`config.mk`:
```
export PLATFORM = sky130hd
export DESIGN_NAME = acd_decoder
export DESIGN_NICKNAME = d
export VERILOG_FILES = /design/src/acd_pkg.sv /design/src/acd_byte_if.sv /design/src/acd_serial_rx.sv /design/src/acd_decoder.sv
export VERILOG_INCLUDE_DIRS = /design/src
export SDC_FILE = /design/constraint.sdc
export NUM_CORES = 1
export LEC_CHECK = 0
export BUFFER_PORTS_ARGS = -buffer_cell sky130_fd_sc_hd__buf_4
export CORE_UTILIZATION = 50
export DETAILED_ROUTE_END_ITERATION = 12
export GPL_TIMING_DRIVEN = 0
export PLACE_DENSITY = 0.77
export SETUP_SLACK_MARGIN = 0.1
export SLEW_MARGIN = 10
export SYNTH_ARGS = -nofsm -noshare
export SYNTH_HDL_FRONTEND = slang
export SYNTH_HIERARCHICAL = 1
export SYNTH_SLANG_ARGS = --single-unit
```
`constraint.sdc`:
```
create_clock -name i_sys_clk -period 4.49 [get_ports i_sys_clk]
set_input_delay 0.2245 -clock i_sys_clk [delete_from_list [all_inputs] [get_ports i_sys_clk]]
set_output_delay 0.2245 -clock i_sys_clk [all_outputs]
set_load 0.03 [all_outputs]
```
`src/acd_map.svh`:
```
// Bit positions, reset values and timing figures of the command byte decoder
`ifndef ACD_MAP_SVH
`define ACD_MAP_SVH

// ----------------------------------------------------------------
// Register select prefix bits
// ----------------------------------------------------------------
`define ACD_CONV_SEL_BIT   7
`define ACD_SETUP_SEL_BIT  6
`define ACD_AVG_SEL_BIT    5
`define ACD_RST_SEL_BIT    4

// ----------------------------------------------------------------
// Field positions
// ----------------------------------------------------------------
`define ACD_CHAN_HI        6
`define ACD_CHAN_LO        3
`define ACD_SWEEP_HI       2
`define ACD_SWEEP_LO       1
`define ACD_TIMING_HI      5
`define ACD_TIMING_LO      4
`define ACD_VREF_HI        3
`define ACD_VREF_LO        2
`define ACD_AVG_EN_BIT     4
`define ACD_AVG_CNT_HI     3
`define ACD_AVG_CNT_LO     2
`define ACD_REP_CNT_HI     1
`define ACD_REP_CNT_LO     0
`define ACD_RST_FIFO_BIT   3

// ----------------------------------------------------------------
// Reset values and counts
// ----------------------------------------------------------------
`define ACD_TIMING_RST     2'h2
`define ACD_FIELD2_RST     2'h0
`define ACD_CHAN_RST       4'h0
`define ACD_AVG_SHIFT_MIN  3'h2
`define ACD_REP_STEP_LOG   2'h0
`define ACD_BITS_PER_BYTE  3'h7

// ----------------------------------------------------------------
// Timing
// ----------------------------------------------------------------
`define ACD_REF_WAKE_NS    65000
`define ACD_SYS_CLK_NS     10

`endif

```
`src/acd_pkg.sv`:
```
// Types shared by the command byte decoder modules
`default_nettype none

package acd_pkg;
	typedef enum {ST_IDLE, ST_WAKE, ST_NEXT, ST_WAIT, ST_DONE} acd_state_t;
	typedef enum logic [1:0] {SWEEP_LOW_TO_N, SWEEP_N_TO_TOP, SWEEP_REPEAT, SWEEP_SINGLE} acd_sweep_t;
	typedef enum logic [1:0] {TIM_PIN_INT, TIM_PIN_EXT_ACQ, TIM_SERIAL_INT, TIM_SERIAL_EXT}
		acd_timing_t;
	typedef enum logic [1:0] {VREF_INT_AUTO, VREF_EXT, VREF_INT_ON, VREF_UNDEF} acd_vref_t;
	typedef enum logic [2:0] {CMD_NONE, CMD_CONV, CMD_SETUP, CMD_AVG, CMD_RESET} acd_cmd_t;
endpackage

`default_nettype wire

```
`src/acd_byte_if.sv`:
```
// Received command byte passed from the serial receiver to the decoder
`default_nettype none

interface acd_byte_if;
	logic       valid;
	logic [7:0] data;
	modport rx  (output valid, output data);
	modport dec (input valid, input data);
endinterface

`default_nettype wire

```
`src/acd_serial_rx.sv`:
```
// Serial command byte receiver: synchronises the pins and shifts bytes in
`include "acd_map.svh"
`default_nettype none

module acd_serial_rx
(
	input  wire logic i_sys_clk,
	input  wire logic i_rst_sync_b,
	input  wire logic i_sclk,
	input  wire logic i_cs_b,
	input  wire logic i_din,
	acd_byte_if.rx    byte_out
);
	import acd_pkg::*;

	// ----------------------------------------------------------------
	// Pin synchronisers
	// ----------------------------------------------------------------
	logic [2:0] meta_reg;
	logic [2:0] sync_reg;
	logic       sclk_old_reg;
	logic [7:0] shift_reg;
	logic [7:0] shift_next;
	logic [2:0] bit_cnt_reg;
	logic [2:0] bit_cnt_next;
	logic       valid_reg;
	logic       valid_next;
	logic       sclk_rise;

	always_ff @(posedge i_sys_clk or negedge i_rst_sync_b)
	begin
		if (!i_rst_sync_b)
		begin
			meta_reg     <= 3'h7;
			sync_reg     <= 3'h7;
			// Matches the synchroniser's reset level so no false edge follows reset
			sclk_old_reg <= 1'b1;
		end
		else
		begin
			meta_reg     <= {i_sclk, i_cs_b, i_din};
			sync_reg     <= meta_reg;
			sclk_old_reg <= sync_reg[2];
		end
	end

	// ----------------------------------------------------------------
	// Shift register, MSB first, decoded only after eight bits
	// ----------------------------------------------------------------
	assign sclk_rise = sync_reg[2] && !sclk_old_reg;

	always_comb
	begin
		shift_next   = shift_reg;
		bit_cnt_next = bit_cnt_reg;
		valid_next   = 1'b0;
		if (sync_reg[1])
			bit_cnt_next = 3'h0;
		else if (sclk_rise)
		begin
			shift_next   = {shift_reg[6:0], sync_reg[0]};
			bit_cnt_next = bit_cnt_reg + 3'h1;
			valid_next   = (bit_cnt_reg == `ACD_BITS_PER_BYTE);
		end
	end

	always_ff @(posedge i_sys_clk or negedge i_rst_sync_b)
	begin
		if (!i_rst_sync_b)
		begin
			shift_reg   <= 8'h00;
			bit_cnt_reg <= 3'h0;
			valid_reg   <= 1'b0;
		end
		else
		begin
			shift_reg   <= shift_next;
			bit_cnt_reg <= bit_cnt_next;
			valid_reg   <= valid_next;
		end
	end

	assign byte_out.valid = valid_reg;
	assign byte_out.data  = shift_reg;
endmodule // acd_serial_rx

`default_nettype wire

```
`src/acd_decoder.sv`:
```
// Command byte decoder and scan sequencer of the serial converter
//
// Notes on behaviour
// Bit7 set: channel and sweep mode write
// Prefix 01: timing and reference mode write
// Averaging up to 32, separate repeat count
// Channel field is plain binary input number
// Sweep 00: channels zero up to N
// Sweep 01: channel N up to top
// Sweep 10: channel N, repeat-count results
// Sweep 11: channel N, one result
// Skip channel used as conversion start pin
// Host avoids channels 8-15 on small parts
// Serial write or start pin requests scan
// Timing 00/01: internal clock, pin starts
// Timing 10 internal; 11 serial clock
// Upper timing bit resets to one
// Reference 00: auto off, wake-up delay; code skips the delay in timing 01
// Reference 01: external, no wake-up delay
// Reference 10: internal, always powered
// Averaging applies when enable bit set, except in timing 11
// Timing 11 ignores averaging settings
// Reset bit1 clears FIFO, bit0 everything
// Scan time: samples times results plus wake
// Host times timing mode 01 conversions
// Prefix 001 averaging, 0001 reset write
// Averaging count selects 4/8/16/32 samples
// Repeat count selects 4/8/12/16 results
// Power-up: all zero, timing mode 10
// Undefined reference code keeps reference off
// Byte shifted MSB first, eight bits
`include "acd_map.svh"
`default_nettype none

module acd_decoder #(
	parameter int CHANNELS     = 16,
	parameter int REF_WAKE_CYC = `ACD_REF_WAKE_NS / `ACD_SYS_CLK_NS
) (
	input  wire logic       i_sys_clk,
	input  wire logic       i_rst_b,
	input  wire logic       i_sclk,
	input  wire logic       i_cs_b,
	input  wire logic       i_din,
	input  wire logic       i_conversion_start_pin_b,
	input  wire logic       i_sample_done,
	output logic            o_sample_req,
	output logic [3:0]      o_sample_chan,
	output logic            o_result_store,
	output logic            o_scan_done,
	output logic            o_busy,
	output logic            o_ref_on,
	output logic            o_ext_ref,
	output logic            o_ext_conv_clk,
	output logic            o_start_pin_en,
	output logic            o_fifo_clear
);
	import acd_pkg::*;

	localparam int         WW       = $clog2(REF_WAKE_CYC + 1);
	localparam logic [3:0] TOP_CHAN = 4'(CHANNELS - 1);

	function automatic acd_cmd_t cmd_kind(input logic [7:0] b);
		if (b[`ACD_CONV_SEL_BIT])
			return CMD_CONV;
		else if (b[`ACD_SETUP_SEL_BIT])
			return CMD_SETUP;
		else if (b[`ACD_AVG_SEL_BIT])
			return CMD_AVG;
		else if (b[`ACD_RST_SEL_BIT])
			return CMD_RESET;
		return CMD_NONE;
	endfunction

	// ----------------------------------------------------------------
	// Reset release and start pin synchroniser
	// ----------------------------------------------------------------
	logic [1:0] rst_pipe_reg;
	logic       rst_sync_b;
	logic [2:0] conversion_start_pin_pipe_reg;
	logic       conversion_start_pin_fall;

	always_ff @(posedge i_sys_clk or negedge i_rst_b)
	begin
		if (!i_rst_b)
			rst_pipe_reg <= 2'h0;
		else
			rst_pipe_reg <= {rst_pipe_reg[0], 1'b1};
	end
	assign rst_sync_b = rst_pipe_reg[1];

	always_ff @(posedge i_sys_clk or negedge rst_sync_b)
	begin
		if (!rst_sync_b)
			conversion_start_pin_pipe_reg <= 3'h7;
		else
			conversion_start_pin_pipe_reg <= {conversion_start_pin_pipe_reg[1:0], i_conversion_start_pin_b};
	end
	assign conversion_start_pin_fall = conversion_start_pin_pipe_reg[2] && !conversion_start_pin_pipe_reg[1];

	acd_byte_if rx_if ();

	acd_serial_rx u_rx (
		.i_sys_clk    (i_sys_clk),
		.i_rst_sync_b (rst_sync_b),
		.i_sclk       (i_sclk),
		.i_cs_b       (i_cs_b),
		.i_din        (i_din),
		.byte_out     (rx_if.rx)
	);

	// ----------------------------------------------------------------
	// Write-only registers
	// ----------------------------------------------------------------
	acd_cmd_t    cmd;
	logic        soft_rst;
	logic        fifo_clr;
	logic [3:0]  chan_reg,  chan_next;
	acd_sweep_t  sweep_reg, sweep_next;
	acd_timing_t tim_reg,   tim_next;
	acd_vref_t   vref_reg,  vref_next;
	logic        avg_en_reg, avg_en_next;
	logic [1:0]  avg_cnt_reg, avg_cnt_next;
	logic [1:0]  rep_cnt_reg, rep_cnt_next;
	logic        ext_ref_reg, ext_ref_next;
	logic        eclk_reg,    eclk_next;
	logic        pin_en_reg,  pin_en_next;

	assign cmd      = rx_if.valid ? cmd_kind(rx_if.data) : CMD_NONE;
	assign soft_rst = (cmd == CMD_RESET) && !rx_if.data[`ACD_RST_FIFO_BIT];
	assign fifo_clr = (cmd == CMD_RESET) && rx_if.data[`ACD_RST_FIFO_BIT];

	always_comb
	begin
		chan_next    = chan_reg;
		sweep_next   = sweep_reg;
		tim_next     = tim_reg;
		vref_next    = vref_reg;
		avg_en_next  = avg_en_reg;
		avg_cnt_next = avg_cnt_reg;
		rep_cnt_next = rep_cnt_reg;
		if (soft_rst)
		begin
			chan_next    = `ACD_CHAN_RST;
			sweep_next   = acd_sweep_t'(`ACD_FIELD2_RST);
			tim_next     = acd_timing_t'(`ACD_TIMING_RST);
			vref_next    = acd_vref_t'(`ACD_FIELD2_RST);
			avg_en_next  = 1'b0;
			avg_cnt_next = `ACD_FIELD2_RST;
			rep_cnt_next = `ACD_FIELD2_RST;
		end
		else if (cmd == CMD_CONV)
		begin
			chan_next  = rx_if.data[`ACD_CHAN_HI:`ACD_CHAN_LO];
			sweep_next = acd_sweep_t'(rx_if.data[`ACD_SWEEP_HI:`ACD_SWEEP_LO]);
		end
		else if (cmd == CMD_SETUP)
		begin
			tim_next  = acd_timing_t'(rx_if.data[`ACD_TIMING_HI:`ACD_TIMING_LO]);
			vref_next = acd_vref_t'(rx_if.data[`ACD_VREF_HI:`ACD_VREF_LO]);
		end
		else if (cmd == CMD_AVG)
		begin
			avg_en_next  = rx_if.data[`ACD_AVG_EN_BIT];
			avg_cnt_next = rx_if.data[`ACD_AVG_CNT_HI:`ACD_AVG_CNT_LO];
			rep_cnt_next = rx_if.data[`ACD_REP_CNT_HI:`ACD_REP_CNT_LO];
		end
		ext_ref_next = vref_next == VREF_EXT;
		eclk_next    = tim_next == TIM_SERIAL_EXT;
		pin_en_next  = (tim_next == TIM_PIN_INT) || (tim_next == TIM_PIN_EXT_ACQ);
	end

	always_ff @(posedge i_sys_clk or negedge rst_sync_b)
	begin
		if (!rst_sync_b)
		begin
			chan_reg    <= `ACD_CHAN_RST;
			sweep_reg   <= acd_sweep_t'(`ACD_FIELD2_RST);
			tim_reg     <= acd_timing_t'(`ACD_TIMING_RST);
			vref_reg    <= acd_vref_t'(`ACD_FIELD2_RST);
			avg_en_reg  <= 1'b0;
			avg_cnt_reg <= `ACD_FIELD2_RST;
			rep_cnt_reg <= `ACD_FIELD2_RST;
			ext_ref_reg <= 1'b0;
			eclk_reg    <= 1'b0;
			pin_en_reg  <= 1'b0;
		end
		else
		begin
			chan_reg    <= chan_next;
			sweep_reg   <= sweep_next;
			tim_reg     <= tim_next;
			vref_reg    <= vref_next;
			avg_en_reg  <= avg_en_next;
			avg_cnt_reg <= avg_cnt_next;
			rep_cnt_reg <= rep_cnt_next;
			ext_ref_reg <= ext_ref_next;
			eclk_reg    <= eclk_next;
			pin_en_reg  <= pin_en_next;
		end
	end

	// ----------------------------------------------------------------
	// Scan sequencer
	// ----------------------------------------------------------------
	acd_state_t state_reg, state_next;
	logic [3:0] cur_reg, cur_next;
	logic [3:0] last_reg, last_next;
	logic       rep_reg, rep_next;
	logic [5:0] samp_reg, samp_next;
	logic [4:0] res_reg, res_next;
	logic [WW-1:0] wake_reg, wake_next;
	logic       armed_reg, armed_next;
	logic       req_reg, req_next;
	logic       store_reg, store_next;
	logic       done_reg, done_next;
	logic       clr_reg, clr_next;
	logic       busy_reg, busy_next;
	logic       refon_reg, refon_next;
	logic       pin_start;
	logic       single;
	logic       start;
	logic       skip;
	logic       advance;
	logic [5:0] spr;
	logic [4:0] nres;

	assign pin_start = (tim_reg == TIM_PIN_INT) || (tim_reg == TIM_PIN_EXT_ACQ);
	// Serial-clocked timing disables both sweeping and averaging
	assign single = (tim_next == TIM_SERIAL_EXT) || (sweep_next == SWEEP_SINGLE);
	assign start  = (state_reg == ST_IDLE) && !soft_rst &&
		(pin_start ? conversion_start_pin_fall : (cmd == CMD_CONV));
	assign skip   = pin_start && (cur_reg == TOP_CHAN);
	assign spr    = (avg_en_reg && tim_reg != TIM_SERIAL_EXT) ?
		6'(6'h01 << (3'(avg_cnt_reg) + `ACD_AVG_SHIFT_MIN)) : 6'h01;
	assign nres   = {3'(rep_cnt_reg) + 3'h1, `ACD_REP_STEP_LOG};

	always_comb
	begin
		state_next = state_reg;
		cur_next   = cur_reg;
		last_next  = last_reg;
		rep_next   = rep_reg;
		samp_next  = samp_reg;
		res_next   = res_reg;
		wake_next  = wake_reg;
		armed_next = armed_reg || conversion_start_pin_fall;
		req_next   = 1'b0;
		store_next = 1'b0;
		done_next  = 1'b0;
		clr_next   = fifo_clr;
		advance    = 1'b0;
		unique case (state_reg)
			ST_IDLE:
			begin
				if (start)
				begin
					cur_next   = (!single && sweep_next == SWEEP_LOW_TO_N) ? 4'h0 : chan_next;
					last_next  = (!single && sweep_next == SWEEP_N_TO_TOP) ? TOP_CHAN : chan_next;
					rep_next   = !single && sweep_next == SWEEP_REPEAT;
					samp_next  = 6'h00;
					res_next   = 5'h00;
					armed_next = 1'b1;
					wake_next  = WW'(REF_WAKE_CYC);
					// Host owns reference settling in timing mode 01
					state_next = (vref_reg == VREF_INT_AUTO && tim_reg != TIM_PIN_EXT_ACQ) ?
						ST_WAKE : ST_NEXT;
				end
			end
			ST_WAKE:
			begin
				wake_next = wake_reg - WW'(1);
				if (wake_reg == WW'(1))
					state_next = ST_NEXT;
			end
			ST_NEXT:
			begin
				if (skip)
					advance = 1'b1;
				else if (tim_reg != TIM_PIN_EXT_ACQ || armed_reg)
				begin
					req_next   = 1'b1;
					armed_next = 1'b0;
					state_next = ST_WAIT;
				end
			end
			ST_WAIT:
			begin
				if (i_sample_done)
				begin
					if (samp_reg + 6'h01 == spr)
					begin
						samp_next  = 6'h00;
						store_next = 1'b1;
						advance    = 1'b1;
					end
					else
					begin
						samp_next  = samp_reg + 6'h01;
						state_next = ST_NEXT;
					end
				end
			end
			ST_DONE:
			begin
				done_next  = 1'b1;
				state_next = ST_IDLE;
			end
		endcase
		if (advance)
		begin
			if (rep_reg && (res_reg + 5'h01 != nres))
			begin
				res_next   = res_reg + 5'h01;
				state_next = ST_NEXT;
			end
			else if (cur_reg == last_reg)
				state_next = ST_DONE;
			else
			begin
				cur_next   = cur_reg + 4'h1;
				state_next = ST_NEXT;
			end
		end
		if (soft_rst)
			state_next = ST_IDLE;
		busy_next  = state_next != ST_IDLE;
		refon_next = (vref_next == VREF_INT_ON) ||
			(vref_next == VREF_INT_AUTO && busy_next);
	end

	always_ff @(posedge i_sys_clk or negedge rst_sync_b)
	begin
		if (!rst_sync_b)
		begin
			state_reg <= ST_IDLE;
			cur_reg   <= 4'h0;
			last_reg  <= 4'h0;
			rep_reg   <= 1'b0;
			samp_reg  <= 6'h00;
			res_reg   <= 5'h00;
			wake_reg  <= '0;
			armed_reg <= 1'b0;
			req_reg   <= 1'b0;
			store_reg <= 1'b0;
			done_reg  <= 1'b0;
			clr_reg   <= 1'b0;
			busy_reg  <= 1'b0;
			refon_reg <= 1'b0;
		end
		else
		begin
			state_reg <= state_next;
			cur_reg   <= cur_next;
			last_reg  <= last_next;
			rep_reg   <= rep_next;
			samp_reg  <= samp_next;
			res_reg   <= res_next;
			wake_reg  <= wake_next;
			armed_reg <= armed_next;
			req_reg   <= req_next;
			store_reg <= store_next;
			done_reg  <= done_next;
			clr_reg   <= clr_next;
			busy_reg  <= busy_next;
			refon_reg <= refon_next;
		end
	end

	assign o_sample_req   = req_reg;
	assign o_sample_chan  = cur_reg;
	assign o_result_store = store_reg;
	assign o_scan_done    = done_reg;
	assign o_busy         = busy_reg;
	assign o_ref_on       = refon_reg;
	assign o_ext_ref      = ext_ref_reg;
	assign o_ext_conv_clk = eclk_reg;
	assign o_start_pin_en = pin_en_reg;
	assign o_fifo_clear   = clr_reg;
endmodule // acd_decoder

`default_nettype wire

```
After elaboration in Yosys (flattened, before gate mapping)
Cells that the tools add are included.
- register bits after elaboration: 114
- output and inout port bits: 13
- word-level logic and storage cells: 191
- bits of input ports: 7
- bitwise operators: 1
- equality and inequality tests: 28
- multiplexer cells: 80
- shift operators: 1
- reductions and logical operators: 42
- add/subtract/negate cells: 7
- operators by type and width (kind ; count):
    32-bit two-way mux ; 8
    32-bit one-hot mux with 5 select lines ; 1
    32-bit by 2-bit equality test with 1-bit output, second input constant ; 2
    32-bit zero test ; 2
    4-bit two-way mux ; 9
    2-bit two-way mux ; 17
    32-bit by 1-bit equality test with 1-bit output, second input constant ; 1
    32-bit by 3-bit equality test with 1-bit output, second input constant ; 1
    32-bit nonzero test ; 1
    3-bit two-way mux ; 10
    13-bit one-hot mux with 2 select lines ; 1
    6-bit two-way mux ; 4
    1-bit two-way mux ; 22
    5-bit two-way mux ; 4
    1-bit logical AND ; 14
    13-bit by 1-bit equality test with 1-bit output, second input constant ; 1
    13-bit two-way mux ; 1
    13-bit by 1-bit subtractor with 13-bit output, second input constant ; 1
    6-bit one-hot mux with 2 select lines ; 1
    2-bit zero test ; 5
    2-bit inequality test, second input constant ; 5
    2-bit by 1-bit equality test with 1-bit output, second input constant ; 4
    2-bit equality test, second input constant ; 4
    2-bit nonzero test ; 4
    21 further kinds ; 36

Longest topological paths before layout
Gate-level depths: netlist (run 1).
- word-level depth: 20
- gate-level depth with buffers: 10
- depth with buffers taken out: 8

By module
The synthesis (run 1) kept the hierarchy.
- modules (own cells, without submodules) (module ; times used ; cells each ; seq. area each (um^2) ; area each (um^2)):
    acd_decoder ; 1 ; 405 ; 2382.3 ; 4359.2
    acd_serial_rx ; 1 ; 41 ; 484.2 ; 715.7

Least setup slack after synthesis (run 1)
No wires, ideal clock.
- kind: flip-flop to flip-flop
- from: register samp_reg[0]
- to: register state_reg[1]
- period minus slack after synthesis: 2734 ps
- path slack: 1756 ps
- arrival time: 2613 ps
- cell stages (with the launch flop): 9
- path buffers: 0
- required time: 4370 ps
- library setup time: 120 ps
- path through: dfrtp_1 ha_1 xnor2_1 or4b_1 a211oi_2 a31oi_1 o31a_4 or4b_4 o211a_1
- word-level cells in the longest chain between the ends: 7
- elaborated cells on any way between the ends: 10
- classes of those cells: add/sub (1); eq/ne (1); mux (8)
- ends and longest elaborated chain (item ; RTL line ; RTL):
    start: declaration ; acd_decoder.sv:209 ; logic [5:0] samp_reg, samp_next;
    start signal: assignment ; acd_decoder.sv:356 ; samp_reg <= samp_next;
    6-bit by 1-bit adder with 6-bit output * ; acd_decoder.sv:290 ; if (samp_reg + 6'h01 == spr)
    6-bit equality test * ; acd_decoder.sv:290 ;
    32-bit two-way mux or 1-bit two-way mux (tied branches) ; acd_decoder.sv:290 ;
    32-bit two-way mux or 1-bit two-way mux (tied branches) ; acd_decoder.sv:288 ; if (i_sample_done)
    32-bit one-hot mux with 5 select lines or 1-bit one-hot mux with 2 select lines (tied branches) ; acd_decoder.sv:252 ; unique case (state_reg)
    32-bit two-way mux * ; acd_decoder.sv:309 ; if (advance)
    32-bit two-way mux * ; acd_decoder.sv:324 ; if (soft_rst)
    named net state_next[1] ; acd_decoder.sv:205 ; acd_state_t state_reg, state_next;
    end signal: assignment ; acd_decoder.sv:352 ; state_reg <= state_next;
    end: declaration ; acd_decoder.sv:205 ;
The timed path passes the listed nets; every way through them passes the cells marked *.
A chain may end at the register's enable or synchronous reset.

Worst setup path after layout (run 1)
- from: register u_rx.valid_reg (netlist: u_rx/byte_out.valid)
- to: register wake_reg[7]
- word-level cells in the longest chain between the ends: 8
- elaborated cells on any way between the ends: 10
- classes of those cells: eq/ne (3); mux (2); reduce/logical (5)
- ends and longest elaborated chain (item ; RTL line ; RTL):
    start: declaration ; acd_serial_rx.sv:26 ; logic valid_reg;
    start signal: assignment ; acd_serial_rx.sv:79 ; valid_reg <= valid_next;
    3-bit two-way mux * ; acd_decoder.sv:128 ; assign cmd = rx_if.valid ? cmd_kind(rx_if.data) : CMD_NONE;
    3-bit equality test ; acd_decoder.sv:129 ; assign soft_rst = (cmd == CMD_RESET) && !rx_if.data[`ACD_RST_FIFO_BIT];
    1-bit logical AND ; acd_decoder.sv:129 ;
    1-bit zero test ; acd_decoder.sv:230 ; assign start = (state_reg == ST_IDLE) && !soft_rst &&
    1-bit logical AND ; acd_decoder.sv:230 ;
    1-bit logical AND * ; acd_decoder.sv:230 ;
    2-bit inequality test (no source line) * ; - ;
    2-bit AND reduction (no source line) * ; - ;
    end signal: assignment ; acd_decoder.sv:358 ; wake_reg <= wake_next;
    end: declaration ; acd_decoder.sv:211 ; logic [WW-1:0] wake_reg, wake_next;
Mark *: on every way between the ends. The rest lies on a longest branch, timed or not.

==> impl_metrics.tcl, run 1 <==
set metrics [dict create \
    clk_latency_ns 0.52 \
    postCtsSetupBuffers 0 \
    placement_rows 36 \
    h-tree-depth 4 \
    synth_top_cell_area_share 0.508 \
    drtAntennaViolNets 0 \
    fin_ws_ns 1.17 \
    finalHoldViolations 0 \
    timing.hold.ws_ns 0.0289 \
    ff2ff_path_depth 9 \
    synth_area_per_cell_um2 11.4 \
    comb_power_share 0.233 \
    die_area_um2 10600 \
    synth-edff-count 0 \
    cp-startpoint "u_rx/byte_out.valid" \
    final_common_cell "dfrtp_1" \
    yosys.area.top_type "dfrtp_1" \
    antenna_found_initial 0 \
    drv_slew 0 \
    die_w_um 103 \
    synth_seq_cells 114 \
    cp-end-kind "flop" \
    place_hpwl_mm 6.59 \
    grt_pass1_wl_mm 17.1 \
    power.total_mw 3.48 \
    r2r-end "wake_reg[7]" \
    place_inst 599 \
    routedWlPerCell_um 15.5 \
    r2r_slack_ns 1.17 \
    final_cell_mix "dfrtp_1, nand2_1, and2_1" \
    synth_nets 461 \
    drt_iter0_drc 229 \
    largest_register_ffs 32 \
    vdd_ir_drop_max_v 0.000340 \
    synth_warnings 6 \
    io_buffers 19 \
    gp_congestion 0.839 \
    p_sw_frac 0.317 \
    path_max_fanout 8 \
    grt_pass1_vias 3499 \
    final_design_area_no_fill_um2 6040 \
    power.share.sequential 0.401 \
    muxShareOfSynthArea 0.0518 \
    clockBufferDepth 2 \
    internal_power_mw 2.38 \
    powerDensity_nw_per_um2 577 \
    p_leak_nw 2.78 \
    die_h_um 103 \
    grt_overflow 0 \
    layout-drive-gt1-share 0.187 \
    diodes 0 \
    nNetsFinal 506 \
    yosys.area_share.simple 0.202 \
    p_clk_frac 0.366 \
    track_usage 0.216 \
    status "finished clean" \
    fin_cells 637 \
    cts_tree "built" \
    routed_via_density 5.58 \
    ioPinCount 20 \
    syn_area_um2 5070 \
    post-route-period-util 0.739 \
    wl_mm 9.90 \
    synth_fa_ha_area_frac 0.0197 \
    cp-endpoint "wake_reg[7]" \
    fin_tns_setup_ns 0 \
    cp-start-kind "flop" \
    placed_cell_area_um2 5420 \
    worst_slew_margin_rel 0.338 \
    arrival_ns 3.70 \
    cts_sinks 114 \
    num_vias 3552 \
    drc_errors 0 \
    ys.flop_type "dfrtp_1" \
    cts_root_buffer "clkbuf_8" \
    place_ws_ns 1.28 \
    synth_top_family_by_area "simple AND/OR/NAND/NOR gates" \
    cts_resized 0 \
    numCtsBuffers 17 \
    synth-xor-area-share 0.0372 \
    rsz0062_at_grt "no" \
    tightest_slew_ns 0.991 \
    finalSetupViolCount 0 \
    clk_pin_slew_ns 0.05 \
    synthArstFlopShare 1.00 \
    maxCapViolations 0 \
    synth.area.top_cells "dfrtp_1, dfstp_2, and2_1" \
    clock-skew-final_ns 0.0110 \
    fmax_mhz 301 \
    crit_type "flop to flop" \
    worstReg2RegStart "u_rx/byte_out.valid" \
    syn_to_final_growth_pct 19.0 \
    cts_hold_buf 6 \
    synth_cells 446 \
    p_sw_mw 1.10 \
    required_ns 4.87 \
    yosysSeqAreaShare 0.565 \
    initial_core_util 0.517 \
    netlist-cell-type-count 68 \
    grt_start_max_net_pins 60 \
    synth-compound-area-share 0.105 \
    min_period_ns 3.32 \
    hold_class "primary input to asynchronous set/reset pin" \
    final_core_util 0.615 \
    drt_first_pass_iters 4 \
    core-area_um2 9820 \
]
-- synthesized netlist by cell type (2+ instances only) --
master,instances
dfrtp_1,103
nand2_1,41
and2_1,35
nor2_1,29
nand3_1,15
xnor2_1,14
o21ai_0,13
a21oi_1,12
clkbuf_1,12
mux2i_1,12
nor3_1,12
nor4_1,12
dfstp_2,11
inv_1,10
ha_1,8
mux2_4,8
nand4_1,6
a31oi_1,5
o22a_1,5
or3_1,5
xor2_1,5
a32o_1,4
o31ai_1,4
a211oi_1,3
a31o_2,3
buf_2,3
nor2b_1,3
o21a_1,3
or2_2,3
a21o_1,2
and3_1,2
and4b_1,2
mux2_2,2
nand4b_1,2
nor3b_1,2
or3b_2,2
or4_1,2
-- worst max-delay path, cell delays in order (launching register included) --
cell	delay, ns
dfrtp_1	0.33
clkbuf_1	0.26
nor3b_1	0.84
nand4bb_1	0.45
and2_1	0.27
clkbuf_1	0.20
o2111ai_1	0.47
nor4_1	0.12
xnor2_1	0.17
nor2_1	0.05
-- layout make-up --
| type | instances | area [µm²] |
|---|---|---|
| tap | 133 | 166 |
| buffer | 15 | 60.1 |
| timing repair buffer | 26 | 230 |
| clock inverter | 9 | 108 |
| clock buffer | 23 | 457 |
| inverter | 10 | 37.5 |
| sequential | 114 | 2870 |
| multi-input combinational | 307 | 2110 |
| fill | 791 | 3780 |
-- power groups by stage --
| stage | registers, mW | clock network [mW] | logic [mW] |
|---|---|---|---|
| after floorplan | 1.43 | 0 | 0.542 |
| after global placement | 1.41 | 0 | 0.756 |
| after detailed placement | 1.41 | 0 | 0.796 |
| after CTS | 1.39 | 1.29 | 0.811 |
| after global routing | 1.43 | 1.35 | 0.899 |
| final | 1.40 | 1.27 | 0.811 |
-- layer usage --
metal / routed length, µm / global-route usage
met2: 4700 / 0.334
met4: 135 / 0.0899
met5: 0 / 0
met1: 4680 / 0.289
met3: 379 / 0.0610
-- logic make-up (layout without fill, tap and decap cells) --
logic type | count (synthesis) | in the layout
AND/OR/NAND/NOR | 185 | 185
flip-flops | 114 | 114
AO/OA/AOI/OAI | 71 | 71
buffers and inverters | 25 | 83
multiplexers | 22 | 22
XOR/XNOR | 20 | 20
adder cells (fa/ha/maj) | 8 | 8
other | 1 | 1
-- worst min-delay path by stage --
stage / start / end
3_5_place_dp: i_rst_b / rst_pipe_reg[0]
3_3_place_gp: i_rst_b / rst_pipe_reg[0]
5_1_grt: i_rst_b / rst_pipe_reg[1]
6_report: i_rst_b / rst_pipe_reg[1]
4_1_cts: i_rst_b / rst_pipe_reg[1]
2_1_floorplan: i_rst_b / rst_pipe_reg[0]
Note: power is estimated with default switching activity, not from simulation.
==> run 2: changes to the inputs <==
--- a/config.mk
+++ b/config.mk
@@ -6,6 +6,7 @@
 export SDC_FILE = /design/constraint.sdc
 export NUM_CORES = 1
 export LEC_CHECK = 0
+export ABC_AREA = 1
 export BUFFER_PORTS_ARGS = -buffer_cell sky130_fd_sc_hd__buf_4
 export CORE_UTILIZATION = 50
 export DETAILED_ROUTE_END_ITERATION = 12
==> constraint.sdc (replaced) <==
create_clock -name i_sys_clk -period 3.35 [get_ports i_sys_clk]
set_input_delay 0.1675 -clock i_sys_clk [delete_from_list [all_inputs] [get_ports i_sys_clk]]
set_output_delay 0.1675 -clock i_sys_clk [all_outputs]
set_load 0.03 [all_outputs]
==> impl_metrics.tcl, run 2 <==
set metrics [dict create \
    status "finished clean" \
    hold_class "primary input to asynchronous set/reset pin" \
    place_ws_ns 1.09 \
    vdd_ir_drop_max_v 0.000432 \
    final_common_cell "nand2_1" \
    wl_met1_mm 5.09 \
    cts_tree "built" \
    power.share.sequential 0.372 \
    maxCapViolations 0 \
    synth_warnings 6 \
    cts_root_buffer "clkbuf_16" \
    internal_power_mw 3.18 \
    ioPinCount 20 \
    yosys.area.top_type "dfrtp_1" \
    tightest_slew_ns 0.739 \
    p_clk_frac 0.390 \
    p_sw_frac 0.330 \
    cp-startpoint "samp_reg[0]" \
    cp-end-kind "flop" \
    arrival_ns 2.65 \
    syn_to_final_growth_pct 17.7 \
    cp-start-kind "flop" \
    r2r_slack_ns 1.0 \
    ys.flop_type "dfrtp_1" \
    routed_via_density 5.17 \
    track_usage 0.223 \
    syn_area_um2 5680 \
    clk_pin_slew_ns 0.06 \
    diodes 0 \
    drt_iter0_drc 253 \
    clk_latency_ns 0.42 \
    drt_first_pass_iters 5 \
    core-area_um2 10900 \
    synth_nets 687 \
    comb_power_share 0.238 \
    place_hpwl_mm 8.17 \
    final_core_util 0.612 \
    path_max_fanout 7 \
    nNetsFinal 731 \
    synth_commonest_cells "nand2_1, dfrtp_1, nor2_1, inv_1, nand3_1" \
    synth_area_per_cell_um2 8.45 \
    layout-drive-gt1-share 0.184 \
    antenna_found_initial 0 \
    min_period_ns 2.35 \
    p_sw_mw 1.57 \
    largest_register_ffs 32 \
    finalHoldViolations 0 \
    synth_top_cell_area_share 0.454 \
    gp_congestion 0.867 \
    clock-skew-final_ns 0.00794 \
    fmax_mhz 425 \
    synth.area.top_cells "dfrtp_1, nand2_1, nor2_1" \
    drc_errors 0 \
    die_h_um 109 \
    clockBufferDepth 2 \
    power.total_mw 4.74 \
    worst_slew_margin_rel 0.507 \
    crit_type "flop to flop" \
    placement_rows 38 \
    wl_mm 11.6 \
    netlist-cell-type-count 50 \
    fin_ws_ns 0.997 \
    p_leak_nw 3.37 \
    synth_cells 672 \
    routedWlPerCell_um 13.3 \
    num_vias 4492 \
    io_buffers 19 \
    h-tree-depth 4 \
    rsz0062_at_grt "no" \
    dr_wl_met2_mm 5.89 \
    worstReg2RegStart "samp_reg[0]" \
    grt_pass1_wl_mm 20.1 \
    numCtsBuffers 17 \
    synth_seq_cells 114 \
    drv_slew 0 \
    cts_sinks 114 \
    wl_met3_um 401 \
    synth.most_common_cell "nand2_1" \
    post-route-period-util 0.702 \
    grt_overflow 0 \
    die_w_um 109 \
    initial_core_util 0.520 \
    postCtsSetupBuffers 0 \
    grt_start_max_net_pins 59 \
    required_ns 3.64 \
    grt_pass1_vias 4507 \
    synth-edff-count 0 \
    finalSetupViolCount 0 \
    top_layer_used "met4" \
    final_cell_mix "nand2_1, dfrtp_1, nor2_1" \
    fin_tns_setup_ns 0 \
    drtAntennaViolNets 0 \
    synthArstFlopShare 1.00 \
    powerDensity_nw_per_um2 709 \
    die_area_um2 11800 \
    yosysSeqAreaShare 0.505 \
]
==> run 2: logic make-up (layout without fill, tap and decap cells) <==
group,count (synthesis),count (layout),synth area share
AO/OA/AOI/OAI,84,84,0.0894
XOR/XNOR,11,11,0.0170
adder cells (fa/ha/maj),8,8,0.0176
buffers and inverters,118,175,0.0832
flip-flops,114,114,0.505
multiplexers,1,1,0.00264
other,1,1,0.000660
AND/OR/NAND/NOR,335,335,0.285
==> run 2: final timing paths <==
check                      cells after the start                               end
max                                           16                          o_ref_on
min                                            2                   rst_pipe_reg[1]
max reg2reg                                   16                          o_ref_on
min reg2reg                                    0                   rst_pipe_reg[1]
max in group asynchronous                      1  conversion_start_pin_pipe_reg[2]
min in group i_sys_clk                         6                      state_reg[0]
==> run 2: stage by stage <==
step	hold slack (ns)	instances	area (µm²)
floorplan	-0.128	672	5680
global placement	-0.0503	831	6000
detailed placement	-0.0497	832	6030
CTS	0.0506	869	6690
global route	0.0574	869	6690
finish	0.0653	869	6690
==> run 2: what timing repair did <==
item | in CTS | in global routing
endpoints found under the hold margin | 6 | 0
hold buffers | 5 | 0
gates resized for setup | 0 | 0
==> run 2: worst max-delay path, cell delays in order (launching register included) <==
cell and delay (ns):
dfrtp_1 0.45, ha_1 0.30, xnor2_1 0.25, o21ai_0 0.14, nand2_1 0.10, and2_1 0.12
nand3_1 0.09, nor2_2 0.13, nand2_1 0.09, nand2_1 0.07, nand2_1 0.06, nand3_2 0.06
nand2_1 0.06, inv_1 0.07, nand3_2 0.10, nand2_1 0.07, nand2_1 0.07
==> run 2: area by class of cell <==
type	count	area, µm²
fillers	945	4250
flip-flops and latches	114	2870
multi-input cells	440	2340
clock buffers	18	429
inverters	109	410
repair buffers	25	220
clock inverters	14	179
well taps	140	175
plain buffers	9	62.6
==> run 2: power groups by stage <==
stage          registers, mW  logic, mW  clock network (mW)
2_1_floorplan           1.78      0.839                   0
3_5_place_dp            1.78       1.11                   0
5_1_grt                 1.80       1.28                1.94
3_3_place_gp            1.79       1.05                   0
6_report                1.77       1.13                1.85
4_1_cts                 1.76       1.13                1.88
==> run 2: layer usage <==
metal	vias to the layer above	global-route usage
met5	-	0
met4	0	0.0898
met3	15	0.0585
met2	75	0.380
met1	2161	0.268
li1	2241	-
==> run 3: changes to the inputs <==
==> constraint.sdc (replaced) <==
create_clock -name i_sys_clk -period 2.45 [get_ports i_sys_clk]
set_input_delay 0.1225 -clock i_sys_clk [delete_from_list [all_inputs] [get_ports i_sys_clk]]
set_output_delay 0.1225 -clock i_sys_clk [all_outputs]
set_load 0.03 [all_outputs]
==> impl_metrics.tcl, run 3 (synthesis gave the netlist of run 2 again) <==
set metrics [dict create \
    critical_path.max_stage_delay_ns 0.47 \
    grt_start_max_net_pins 59 \
    drt_first_pass_iters 4 \
    fin_tns_setup_ns 0 \
    placed_cell_area_um2 6030 \
    wl_mm 11.6 \
    drv_slew 0 \
    die_area_um2 11800 \
    nNetsFinal 735 \
    post-route-period-util 0.891 \
    h-tree-depth 4 \
    antenna_found_initial 0 \
    core-area_um2 10900 \
    grt_pass1_wl_mm 20.1 \
    required_ns 2.74 \
    fillCellCount 934 \
    placement_rows 38 \
    place_hpwl_mm 8.17 \
    drt_iter0_drc 238 \
    final_design_area_no_fill_um2 6760 \
    r2r-end "o_ref_on" \
    vdd_ir_drop_max_v 0.000590 \
    tightest_slew_ns 0.738 \
    routed_via_density 5.16 \
    clk_latency_ns 0.42 \
    syn_to_final_growth_pct 18.9 \
    gp_congestion 0.867 \
    path_max_fanout 10 \
    ioPinCount 20 \
    powerDensity_nw_per_um2 971 \
    critPathSlowestCell "dfrtp_1" \
    place_inst 832 \
    grt_pass1_vias 4516 \
    layout-drive-gt1-share 0.196 \
    finalSetupViolCount 0 \
    cts_sinks 114 \
    final_cell_mix "nand2_1, dfrtp_1, nor2_1" \
    status "finished clean" \
    clk_pin_slew_ns 0.06 \
    routedWlPerCell_um 13.3 \
    maxCapViolations 0 \
    initial_core_util 0.520 \
    finalHoldViolations 0 \
    diodes 0 \
    crit_type "flop to flop" \
    worstReg2RegStart "u_rx/byte_out.data[4]" \
    cts_root_buffer "clkbuf_16" \
    final_common_cell "nand2_1" \
    ff2ff_path_depth 12 \
    final_core_util 0.618 \
    r2r_slack_ns 0.27 \
    num_vias 4506 \
    cp-start-kind "flop" \
    cts_tree "built" \
    clock-skew-final_ns 0.00730 \
    clockBufferDepth 2 \
    grt_overflow 0 \
    timing.hold.ws_ns 0.0211 \
    drc_errors 0 \
    worst_slew_margin_rel 0.508 \
    fmax_mhz 458 \
    numCtsBuffers 17 \
    die_h_um 109 \
    hold_class "primary input to asynchronous set/reset pin" \
    path_cells "inv_1 > nor2_1 > nand3_4 > inv_4 > buf_4 > a41oi_1 > nor2_1 > nand2_1 > nor4_2 > nand3_2 > nand2_1 > nand2_1" \
    cp-end-kind "flop" \
    track_usage 0.224 \
    rsz0062_at_grt "no" \
    die_w_um 109 \
    arrival_ns 2.47 \
    min_period_ns 2.18 \
    io_buffers 19 \
    cpMostUsedCell "nand2_1" \
    drtAntennaViolNets 0 \
    largest_register_ffs 32 \
    fin_cells 873 \
    p_leak_nw 3.39 \
]
run 3: power breakdown:
| group | switching (mW) | internal (mW) |
|---|---|---|
| sequential | 0.262 | 2.16 |
| combinational | 0.985 | 0.626 |
| clock | 0.921 | 1.61 |
| total | 2.17 | 4.39 |
run 3: cell type report:
| class | count | area [µm²] | area share |
|---|---|---|---|
| multi-input combinational | 440 | 2370 | 0.351 |
| buffer | 9 | 62.6 | 0.00926 |
| tap | 140 | 175 | 0.0259 |
| inverter | 109 | 413 | 0.0611 |
| timing repair buffer | 29 | 250 | 0.0370 |
| sequential | 114 | 2870 | 0.425 |
| clock inverter | 14 | 179 | 0.0265 |
| clock buffer | 18 | 429 | 0.0635 |
run 3: how the worst max path moves through the flow:
stage,startpoint,to,slack [ns],cells after the start
after floorplan,samp_reg[0],o_sample_chan[1],0.50,11
after global placement,rst_pipe_reg[1],wake_reg[8],-0.06,0
after detailed placement,samp_reg[0],o_ref_on,0.19,16
after CTS,samp_reg[0],o_ref_on,0.16,18
after global routing,u_rx/byte_out.data[5],o_ref_on,0.10,13
final,u_rx/byte_out.data[4],o_ref_on,0.27,12
run 3: what timing repair did:
action,in CTS,in global routing
buffers inserted,0,4
setup endpoints to repair,1,4
hold buffers,5,0
pin swaps,0,1
hold endpoints to repair,6,0
resized for setup,2,8
run 3: per-layer routing:
metal	global-route usage	share of wire
met5	0	0
met2	0.381	0.50
met3	0.0585	0.035
met1	0.268	0.44
met4	0.0898	0.020
run 3: critical path, delay by kind of cell (launching register included):
family / cells / cell delay (ns)
AND/OR/NAND/NOR: 8 / 1.07
buffers and inverters: 3 / 0.44
AO/OA/AOI/OAI: 1 / 0.06
flip-flops: 1 / 0.47
run 3: metrics by stage:
stage / worst slack (ns) / power, mW
floorplan: 0.497 / 3.58
global placement: -0.0570 / 3.88
detailed placement: 0.194 / 3.96
CTS: 0.156 / 6.54
global route: 0.103 / 6.95
finish: 0.266 / 6.56
